[config.mk]
export PLATFORM = sky130hd
export DESIGN_NAME = lsag_top
export DESIGN_NICKNAME = d
export VERILOG_FILES = /design/src/shared/lsag_pkg.sv /design/src/rtl/lsag_top.sv
export SDC_FILE = /design/constraint.sdc
export NUM_CORES = 2
export LEC_CHECK = 0
export ABC_AREA = 0
export BUFFER_PORTS_ARGS = -buffer_cell sky130_fd_sc_hd__buf_2
export CAP_MARGIN = 20
export CORE_UTILIZATION = 36
export DETAILED_ROUTE_END_ITERATION = 7
export GPL_TIMING_DRIVEN = 0
export PLACE_DENSITY = 0.64
export SYNTH_ARGS = -nofsm -noshare
export SYNTH_HDL_FRONTEND = slang
export SYNTH_SLANG_ARGS = --single-unit
[constraint.sdc]
create_clock -name CLK -period 28.8 [get_ports CLK]
set_input_delay 5.76 -clock CLK [delete_from_list [all_inputs] [get_ports CLK]]
set_output_delay 5.76 -clock CLK [all_outputs]
set_load 0.05 [all_outputs]
[src/shared/lsag_pkg.sv]
// Constants and types for the line-scan acquisition gate.
// Assumes one acquisition clock; register offsets are AXI4-Lite byte addresses.
package lsag_pkg;
	localparam logic [7:0] OFF_CTRL   = 8'h00;
	localparam logic [7:0] OFF_CONFIG = 8'h04;
	localparam logic [7:0] OFF_FIXED  = 8'h08;
	localparam logic [7:0] OFF_LBYTES = 8'h0C;
	localparam logic [7:0] OFF_STRIDE = 8'h10;
	localparam logic [7:0] OFF_SLOTS  = 8'h14;
	localparam logic [7:0] OFF_STATUS = 8'h18;
	localparam logic [7:0] OFF_REPW   = 8'h1C;
	localparam logic [7:0] OFF_PAYLD  = 8'h20;
	// Control bits, write one to pulse
	localparam int CTL_ACQ_BEGIN = 0;
	localparam int CTL_ACQ_HALT  = 1;
	localparam int CTL_SW_BEGIN  = 2;
	localparam int CTL_SW_END    = 3;
	// Configuration fields
	localparam int CFG_BSRC_LSB  = 0;
	localparam int CFG_ESRC_LSB  = 2;
	localparam int CFG_FLIP      = 4;
	localparam int CFG_HDR_META  = 5;
	localparam int CFG_LINE_META = 6;
	localparam int CFG_GRAB_CYC  = 7;
	localparam logic [7:0] CFG_RESET = 8'h00;
	localparam logic [15:0] FIXED_RESET  = 16'h0001;
	localparam logic [15:0] LBYTES_RESET = 16'h0100;
	localparam logic [15:0] STRIDE_RESET = 16'h0000;
	localparam logic [15:0] SLOTS_RESET  = 16'h0010;
	localparam logic [15:0] META_BYTES   = 16'h0010;
	localparam logic [15:0] WORD_BYTES   = 16'h0004;
	localparam logic [1:0]  META_LAST    = 2'h3;
	localparam logic [1:0]  RESP_OKAY    = 2'h0;
	localparam logic [1:0]  RESP_SLVERR  = 2'h2;
	typedef enum logic [1:0] {
		BSRC_IMMEDIATE = 2'h0, BSRC_SW = 2'h1, BSRC_LINE1 = 2'h2, BSRC_LINE2 = 2'h3
	} lsag_bsrc_t;
	typedef enum logic [1:0] {
		ESRC_SW = 2'h0, ESRC_FIXED = 2'h1, ESRC_LINE1 = 2'h2, ESRC_LINE2 = 2'h3
	} lsag_esrc_t;
	typedef enum logic [2:0] {
		S_OFF = 3'b000, S_ARMED = 3'b001, S_PEND = 3'b011, S_SCAN = 3'b010, S_ENDING = 3'b110
	} lsag_scan_t;
	typedef enum logic [1:0] {
		L_IDLE = 2'b00, L_PIX = 2'b01, L_META = 2'b11
	} lsag_line_t;
endpackage
[src/rtl/lsag_top.sv]
// Line-scan acquisition gate: scan control, line packing, buffer release, metadata.
// Assumes line boundaries, cycle begins and trigger inputs are one-cycle pulses on CLK.
`timescale 1ns/10ps
`default_nettype none
module lsag_top
	import lsag_pkg::*;
#(
	parameter int SZW = 16
) (
	input  wire logic          CLK,
	input  wire logic          RST,
	input  wire logic [7:0]    AWADDR,
	input  wire logic          AWVALID,
	output var  logic          AWREADY,
	input  wire logic [31:0]   WDATA,
	input  wire logic [3:0]    WSTRB,
	input  wire logic          WVALID,
	output var  logic          WREADY,
	output var  logic [1:0]    BRESP,
	output var  logic          BVALID,
	input  wire logic          BREADY,
	input  wire logic [7:0]    ARADDR,
	input  wire logic          ARVALID,
	output var  logic          ARREADY,
	output var  logic [31:0]   RDATA,
	output var  logic [1:0]    RRESP,
	output var  logic          RVALID,
	input  wire logic          RREADY,
	input  wire logic          LINE_BOUNDARY,
	input  wire logic          CAMERA_CYCLE_BEGIN,
	input  wire logic          INPUT_LINE_ONE_EVENT,
	input  wire logic          INPUT_LINE_TWO_EVENT,
	input  wire logic [127:0]  META_IN,
	input  wire logic          PIX_VALID,
	input  wire logic [31:0]   PIX_DATA,
	input  wire logic          PIX_LAST,
	output var  logic          PIX_READY,
	output var  logic          DMA_VALID,
	output var  logic [31:0]   DMA_ADDR,
	output var  logic [31:0]   DMA_DATA,
	input  wire logic          DMA_READY,
	output var  logic          BUF_DONE,
	output var  logic [SZW-1:0] BUF_LINES,
	output var  logic          BUF_HDR_VALID,
	output var  logic [127:0]  BUF_HDR_META,
	output var  logic          GATE
);
	logic [7:0]     cfg_q;
	logic [SZW-1:0] fixed_q, lbytes_q, stride_q, slots_q;
	logic [3:0]     cmd_q;
	logic           wr_go, rd_go;
	logic [31:0]    rd_d;
	logic           rd_ok;
	lsag_scan_t     ss_q, ss_d;
	lsag_line_t     ls_q, ls_d;
	logic [SZW-1:0] lib_q, lscan_q, boff_q, lines_n;
	logic [1:0]     midx_q;
	logic [127:0]   lm_samp_q, lm_hold_q, hdr_q;
	logic           hdr_pend_q, hdr_got_q;
	logic           meta_ok, hdr_en, lm_en;
	logic [SZW-1:0] repw, pitch, slot;
	logic [31:0]    payload;
	logic           take, meta_take, line_done, dv_d;
	logic           begin_evt, end_evt, fixed_close, scan_close, full;
	logic           acq_begin, acq_halt, sw_begin, sw_end;
	lsag_bsrc_t     bsrc;
	lsag_esrc_t     esrc;

	// Register bus: write taken when address and data are both present
	assign wr_go = AWVALID && WVALID && !AWREADY && !BVALID;
	assign rd_go = ARVALID && !ARREADY && !RVALID;

	always_ff @(posedge CLK or posedge RST) begin
		if (RST) begin
			AWREADY <= 1'b0;
			WREADY  <= 1'b0;
			BVALID  <= 1'b0;
			BRESP   <= RESP_OKAY;
		end else begin
			AWREADY <= wr_go;
			WREADY  <= wr_go;
			if (wr_go) begin
				BVALID <= 1'b1;
				BRESP  <= (AWADDR > OFF_PAYLD || AWADDR[1:0] != 2'h0) ? RESP_SLVERR : RESP_OKAY;
			end else if (BREADY) begin
				BVALID <= 1'b0;
			end
		end
	end

	always_ff @(posedge CLK or posedge RST) begin
		if (RST) begin
			cfg_q    <= CFG_RESET;
			fixed_q  <= FIXED_RESET;
			lbytes_q <= LBYTES_RESET;
			stride_q <= STRIDE_RESET;
			slots_q  <= SLOTS_RESET;
			cmd_q    <= 4'h0;
		end else begin
			cmd_q <= 4'h0;
			if (wr_go && WSTRB[0]) begin
				case (AWADDR)
					OFF_CTRL:   cmd_q <= WDATA[3:0];
					OFF_CONFIG: begin
						cfg_q[3:0] <= WDATA[3:0];
						cfg_q[CFG_FLIP] <= WDATA[CFG_FLIP];
						if (ss_q == S_OFF) begin
							cfg_q[7:5] <= WDATA[7:5];
						end
					end
					default: ;
				endcase
			end
			if (wr_go && ss_q == S_OFF) begin
				case (AWADDR)
					OFF_FIXED:  fixed_q  <= (WDATA[SZW-1:0] == '0) ? fixed_q : WDATA[SZW-1:0];
					OFF_LBYTES: lbytes_q <= WDATA[SZW-1:0];
					OFF_STRIDE: stride_q <= WDATA[SZW-1:0];
					OFF_SLOTS:  slots_q  <= (WDATA[SZW-1:0] == '0) ? slots_q : WDATA[SZW-1:0];
					default: ;
				endcase
			end
		end
	end

	assign acq_begin = cmd_q[CTL_ACQ_BEGIN];
	assign acq_halt  = cmd_q[CTL_ACQ_HALT];
	assign sw_begin  = cmd_q[CTL_SW_BEGIN];
	assign sw_end    = cmd_q[CTL_SW_END];
	assign bsrc = lsag_bsrc_t'(cfg_q[CFG_BSRC_LSB +: 2]);
	assign esrc = lsag_esrc_t'(cfg_q[CFG_ESRC_LSB +: 2]);
	assign meta_ok = cfg_q[CFG_GRAB_CYC];
	assign hdr_en  = meta_ok && cfg_q[CFG_HDR_META];
	assign lm_en   = meta_ok && cfg_q[CFG_LINE_META];
	assign repw    = lm_en ? SZW'(lbytes_q + META_BYTES) : lbytes_q;
	// Padding sits after metadata since pitch covers the grown width
	assign pitch   = (stride_q > repw) ? stride_q : repw;
	assign payload = 32'(slots_q) * 32'(pitch);

	always_comb begin
		rd_ok = 1'b1;
		rd_d  = 32'h0;
		case (ARADDR)
			OFF_CTRL:   rd_d = 32'h0;
			OFF_CONFIG: rd_d = {24'h0, cfg_q};
			OFF_FIXED:  rd_d = 32'(fixed_q);
			OFF_LBYTES: rd_d = 32'(lbytes_q);
			OFF_STRIDE: rd_d = 32'(stride_q);
			OFF_SLOTS:  rd_d = 32'(slots_q);
			OFF_STATUS: rd_d = {8'h0, 5'(ss_q), 1'b0, ls_q, 16'(lib_q)};
			OFF_REPW:   rd_d = 32'(repw);
			OFF_PAYLD:  rd_d = payload;
			default:    rd_ok = 1'b0;
		endcase
	end

	always_ff @(posedge CLK or posedge RST) begin
		if (RST) begin
			ARREADY <= 1'b0;
			RVALID  <= 1'b0;
			RDATA   <= 32'h0;
			RRESP   <= RESP_OKAY;
		end else begin
			ARREADY <= rd_go;
			if (rd_go) begin
				RVALID <= 1'b1;
				RDATA  <= rd_d;
				RRESP  <= rd_ok ? RESP_OKAY : RESP_SLVERR;
			end else if (RREADY) begin
				RVALID <= 1'b0;
			end
		end
	end

	// Scan control
	assign begin_evt = sw_begin || bsrc == BSRC_IMMEDIATE
		|| (bsrc == BSRC_LINE1 && INPUT_LINE_ONE_EVENT)
		|| (bsrc == BSRC_LINE2 && INPUT_LINE_TWO_EVENT);
	assign end_evt = esrc != ESRC_FIXED && (sw_end
		|| (esrc == ESRC_LINE1 && INPUT_LINE_ONE_EVENT)
		|| (esrc == ESRC_LINE2 && INPUT_LINE_TWO_EVENT));
	assign lines_n = lscan_q + 1'b1;
	assign fixed_close = esrc == ESRC_FIXED && line_done && lines_n >= fixed_q;

	always_comb begin
		ss_d = ss_q;
		case (ss_q)
			S_OFF:    if (acq_begin) ss_d = S_ARMED;
			S_ARMED:  if (begin_evt) ss_d = S_PEND;
			S_PEND:   if (LINE_BOUNDARY) ss_d = S_SCAN;
			// Begin events are not looked at here
			S_SCAN: begin
				if (fixed_close) ss_d = S_ARMED;
				else if (end_evt) ss_d = S_ENDING;
			end
			S_ENDING: if (LINE_BOUNDARY || fixed_close) ss_d = S_ARMED;
			default:  ss_d = S_OFF;
		endcase
		if (acq_halt) ss_d = S_OFF;
	end
	assign scan_close = GATE && !(ss_d == S_SCAN || ss_d == S_ENDING);

	always_ff @(posedge CLK or posedge RST) begin
		if (RST) begin
			ss_q <= S_OFF;
			GATE <= 1'b0;
		end else begin
			ss_q <= ss_d;
			GATE <= ss_d == S_SCAN || ss_d == S_ENDING;
		end
	end

	// Line packing; one output word in flight keeps the ready a flop
	assign take = ls_q == L_PIX && PIX_VALID && PIX_READY;
	assign meta_take = ls_q == L_META && (!DMA_VALID || DMA_READY);
	assign line_done = (take && PIX_LAST && !lm_en) || (meta_take && midx_q == META_LAST);
	assign dv_d = take || meta_take || (DMA_VALID && !DMA_READY);
	assign slot = cfg_q[CFG_FLIP] ? slots_q - 1'b1 - lib_q : lib_q;

	always_comb begin
		ls_d = ls_q;
		case (ls_q)
			L_IDLE: if (GATE && !scan_close) ls_d = L_PIX;
			L_PIX:  if (take && PIX_LAST) ls_d = lm_en ? L_META : L_IDLE;
			L_META: if (meta_take && midx_q == META_LAST) ls_d = L_IDLE;
			default: ls_d = L_IDLE;
		endcase
		// A line not yet begun when the gate shuts must not be taken
		if (ls_q == L_PIX && boff_q == '0 && (!GATE || scan_close)) ls_d = L_IDLE;
		// Halt drops a partly moved line
		if (acq_halt) ls_d = L_IDLE;
	end

	always_ff @(posedge CLK or posedge RST) begin
		if (RST) begin
			ls_q      <= L_IDLE;
			PIX_READY <= 1'b0;
			DMA_VALID <= 1'b0;
			DMA_ADDR  <= 32'h0;
			DMA_DATA  <= 32'h0;
			boff_q    <= '0;
			midx_q    <= 2'h0;
		end else begin
			ls_q      <= ls_d;
			DMA_VALID <= dv_d;
			PIX_READY <= ls_d == L_PIX && !dv_d;
			if (take || meta_take) begin
				DMA_ADDR <= 32'(slot) * 32'(pitch) + 32'(boff_q);
				DMA_DATA <= take ? PIX_DATA : lm_hold_q[32*midx_q +: 32];
				boff_q   <= SZW'(boff_q + WORD_BYTES);
			end
			if (meta_take) begin
				midx_q <= midx_q + 2'h1;
			end
			if (ls_d == L_IDLE) begin
				boff_q <= '0;
				midx_q <= 2'h0;
			end
		end
	end

	// Buffer accounting and release
	assign full = line_done && lib_q + 1'b1 == slots_q;

	always_ff @(posedge CLK or posedge RST) begin
		if (RST) begin
			lib_q         <= '0;
			lscan_q       <= '0;
			BUF_DONE      <= 1'b0;
			BUF_LINES     <= '0;
			BUF_HDR_VALID <= 1'b0;
			BUF_HDR_META  <= 128'h0;
		end else begin
			BUF_DONE <= 1'b0;
			if (line_done) begin
				lib_q   <= lib_q + 1'b1;
				lscan_q <= lines_n;
			end
			if (full || (scan_close && (lib_q != '0 || line_done))) begin
				BUF_DONE      <= 1'b1;
				BUF_LINES     <= line_done ? lib_q + 1'b1 : lib_q;
				BUF_HDR_VALID <= hdr_en && hdr_got_q;
				BUF_HDR_META  <= hdr_q;
			end
			if (full || scan_close) begin
				lib_q <= '0;
			end
			if (scan_close || ss_q == S_OFF) begin
				lscan_q <= '0;
			end
		end
	end

	// Metadata sampling on camera cycle begin
	always_ff @(posedge CLK or posedge RST) begin
		if (RST) begin
			lm_samp_q  <= 128'h0;
			lm_hold_q  <= 128'h0;
			hdr_q      <= 128'h0;
			hdr_pend_q <= 1'b1;
			hdr_got_q  <= 1'b0;
		end else begin
			if (CAMERA_CYCLE_BEGIN && meta_ok) begin
				lm_samp_q <= META_IN;
			end
			// Latched at the first pixel: the last cycle begin is the one that started this line
			if (take && boff_q == '0) begin
				lm_hold_q <= lm_samp_q;
			end
			if (take && boff_q == '0 && hdr_en && hdr_pend_q) begin
				hdr_q      <= lm_samp_q;
				hdr_pend_q <= 1'b0;
				hdr_got_q  <= 1'b1;
			end
			// Re-armed when the buffer fills or the scan closes, even if no buffer is released
			if (full || scan_close) begin
				hdr_pend_q <= 1'b1;
				hdr_got_q  <= 1'b0;
			end
		end
	end
endmodule
`default_nettype wire

==> impl_metrics.csv <==
group,metric,value,unit
yosys,syn_inst,4598,
floorplan,die_w,379,µm
worst_setup_path,critPathKind,"reg2reg",
floorplan,coreArea,140000,µm²
worst_setup_path,rr_startpoint,"cfg_q[7]",
drt,drc,0,
worst_setup_path,path_buf_inv,8,
cts,cts_root_buf,"clkbuf_16",
drt,viasPerCell,5.16,
yosys,ys_ff_latch,766,
drt,drt_first_pass_iters,7,
cells_and_area,final_core_util,42.2,%
power,p_leak,29.7,nW
yosys,ys.warnings.count,0,
grt,first_global_vias,38900,
sta,whs,473,ps
floorplan,row_count,137,
drt,wire_per_inst,23.6,µm
sta,fin_setup_tns,0,ps
sta,worst_slew_pin_slew,1170,ps
sta,setup_viol,0,
worst_setup_path,critPathMaxStageDelay,900,ps
worst_setup_path,rr_worst_depth,34,
yosys,synth_edf_count,0,
sta,slew_headroom,21.3,%
worst_setup_path,cp.required,29310,ps
cells_and_area,area_growth,15.7,%
sta,clock.fmax,90.2,MHz
yosys,synth_cell_types,85,
placement,gp_congestion,0.969,
placement,port_buffers,457,
grt,grt_overflow,0,
cts,htreeDepth,3,
drt,ant_nets,0,
hold_path,hold_class,"reg2reg",
sta,drv_slew,0,
grt,grt_pass1_wl,251,mm
grt,grt_use_total,23.6,%
yosys,ys.flop_type,"dfrtp_1",
hold_path,hold_end,"DMA_ADDR[3]",
yosys,synth-async-reset-ratio,100,%
worst_setup_path,cp_slowest_cell,"mux2i_1",
yosys,post-synth-top-area-fraction,37.3,%
yosys,yosys.area.top_type,"dfrtp_1",
floorplan,die_y,379,µm
worst_setup_path,cp-start-kind,"flop",
drt,drt_iter0_markers,2420,
cts,clkLatencyLatePin,700,ps
yosys,syn_area_per_cell,11.1,µm²
floorplan,io_pins,480,
sta,clock_skew,60.2,ps
floorplan,dieArea,143000,µm²
worst_setup_path,crit_path_start,"cfg_q[7]",
yosys,synth.cell_area,51100,µm²
drt,via_count,36700,
cts,numCtsBuffers,84,
drt,routed_wl,168,mm
outcome,status,"finished, final reports clean",
yosys,yosys.cell_count.top_type,"dfrtp_1",
cts,cts-resized-gates,0,
worst_setup_path,crit_arrival,11590,ps
worst_setup_path,cp_common_cell,"fa_1",
yosys,synth_common_cells,"762 x dfrtp_1, 571 x inv_1, 545 x mux2_2, 451 x nand2_1, 405 x fa_1",
job,cap_violations,0,
cts,postCtsSetupRepairBufs,0,
power,max-vdd-ir-drop,0.0622,mV
worst_setup_path,critPathCaptureType,"flop",
sta,finalCritPeriodShare,38.5,%
cts,cts_buffer_depth,3,
power,power.total,0.00325,W
power,p_per_area,55.0,nW/µm²
cts,cts_hold_buf,0,
worst_setup_path,cp_top_family,"adder cells",
cts,cts.sinks,766,
cells_and_area,fillCellCount,13500,
floorplan,initial_core_util,36.5,%
grt,grt_max_degree,129,
sta,fin_crit,11080,ps
hold_path,holdPathStages,2,
cells_and_area,drive_above_1_share,24.9,%
cts,cts_tree,"built",
worst_setup_path,crit_fanout,10,
worst_setup_path,worstReg2RegEnd,"DMA_ADDR[30]",
yosys,ys_seq_area_share,37.6,%
sta,rsz0062_at_grt,"no",
worst_setup_path,reg2reg_slack,17720,ps
grt,grt_antenna_before_repair,50,
cells_and_area,nets,6050,
placement,dp_hpwl,132,mm
cts,clk_pin_slew_worst_paths,60,ps
sta,hold_viol_final,0,
hold_path,hold_path_startpoint,"DMA_ADDR[3]",
yosys,synthTopCellsByArea,"dfrtp_1 37%, fa_1 16%, mux2_2 12%",
cell type report:
| type | instances | area [µm²] | share of cell area (%) |
|---|---|---|---|
| diodes | 16 | 40.0 | 0.0678 |
| plain buffers | 232 | 988 | 1.67 |
| clock buffers | 119 | 2440 | 4.14 |
| clock inverters | 32 | 584 | 0.989 |
| inverters | 573 | 2160 | 3.65 |
| multi-input cells | 3030 | 28800 | 48.7 |
| flip-flops and latches | 766 | 19200 | 32.5 |
| well taps | 1876 | 2350 | 3.97 |
| repair buffers | 474 | 2560 | 4.33 |
cells in the final DEF, fill, tap and decap left out, types with 12 or more instances in the layout:
cell and instances:
dfrtp_1 762, inv_1 570, mux2_2 545, buf_2 493
nand2_1 451, fa_1 405, ha_1 258, nor2_1 218
and2_1 182, clkbuf_1 176, o21ai_0 130, a21oi_1 100
xnor2_1 99, clkbuf_16 84, mux2i_1 62, xor2_1 57
nor3_1 50, a21o_1 33, nand4_1 32, mux4_2 32
mux2_4 31, nand3_1 29, nor2b_1 24, clkbuf_8 21
a211oi_1 20, nand2b_1 19, buf_1 19, o21a_1 18
diode_2 16, mux2_1 16, a31oi_1 16, buf_4 15
and3_1 14, nor4_1 12, o31ai_1 12, or2_2 12
worst register-to-register path, delay by kind of cell, from the launching register on:
| kind | cells | cell delay, ps |
|---|---|---|
| simple gates | 4 | 1090 |
| fa+ha+maj | 8 | 3440 |
| buf+inv | 8 | 1570 |
| mux | 2 | 1210 |
| xor+xnor | 1 | 180 |
| compound gates | 11 | 3080 |
| flops | 1 | 310 |
cells by family after synthesis:
group	count (synthesis)	share of synthesized area [%]
compound gates	429	5.33
xor+xnor	157	2.72
fa+ha+maj	665	22.2
buf+inv	805	6.15
flops	766	37.6
mux	688	16.0
other cells	1	0.00734
simple gates	1087	10.1
sequential cells by signal, indices dropped and copies added, names as in the netlist, 3 cells and up:
signal        count
BUF_HDR_META    128
BUF_LINES        16
DMA_ADDR         32
DMA_DATA         32
RDATA            32
boff_q           14
cfg_q             8
cmd_q             4
fixed_q          16
hdr_q           128
lbytes_q         16
lib_q            16
lm_hold_q       128
lm_samp_q       128
lscan_q          16
slots_q          16
ss_q              3
stride_q         16
how the worst max path moves through the flow:
stage | slack [ps] | endpoint | cells past startpoint
after floorplan | 1550 | ARREADY | 1
after global placement | -7030 | BUF_HDR_META[113] | 2
after detailed placement | 18000 | DMA_ADDR[30] | 36
after CTS | 17940 | DMA_ADDR[30] | 35
after global routing | 17320 | DMA_ADDR[30] | 35
final | 17720 | DMA_ADDR[30] | 34
routing by layer:
metal | GRT usage, % | vias up | wire, µm
li1 | - | 16300 | -
met1 | 28.8 | 18800 | 66300
met3 | 6.66 | 341 | 13900
met2 | 39.7 | 1278 | 81600
met4 | 8.43 | 66 | 5570
met5 | 0 | - | 412
report_power, final:
group,total (W),internal (W),leakage (nW),switching (W)
sequential,0.00125,0.00118,10.5,0.0000741
clock,0.00118,0.000690,1.47,0.000491
combinational,0.000819,0.000231,17.7,0.000588
total,0.00325,0.00210,29.7,0.00115
through the flow:
| step | area [µm²] | std cells | setup slack, ps |
|---|---|---|---|
| 2_1_floorplan | 51100 | 4601 | 1550 |
| 3_3_place_gp | 55700 | 6934 | -7030 |
| 3_5_place_dp | 55900 | 6946 | 18000 |
| 4_1_cts | 59000 | 7097 | 17940 |
| 5_1_grt | 59000 | 7113 | 17320 |
| 6_report | 59100 | 7118 | 17720 |
Note: power is estimated with default switching activity, not from simulation.
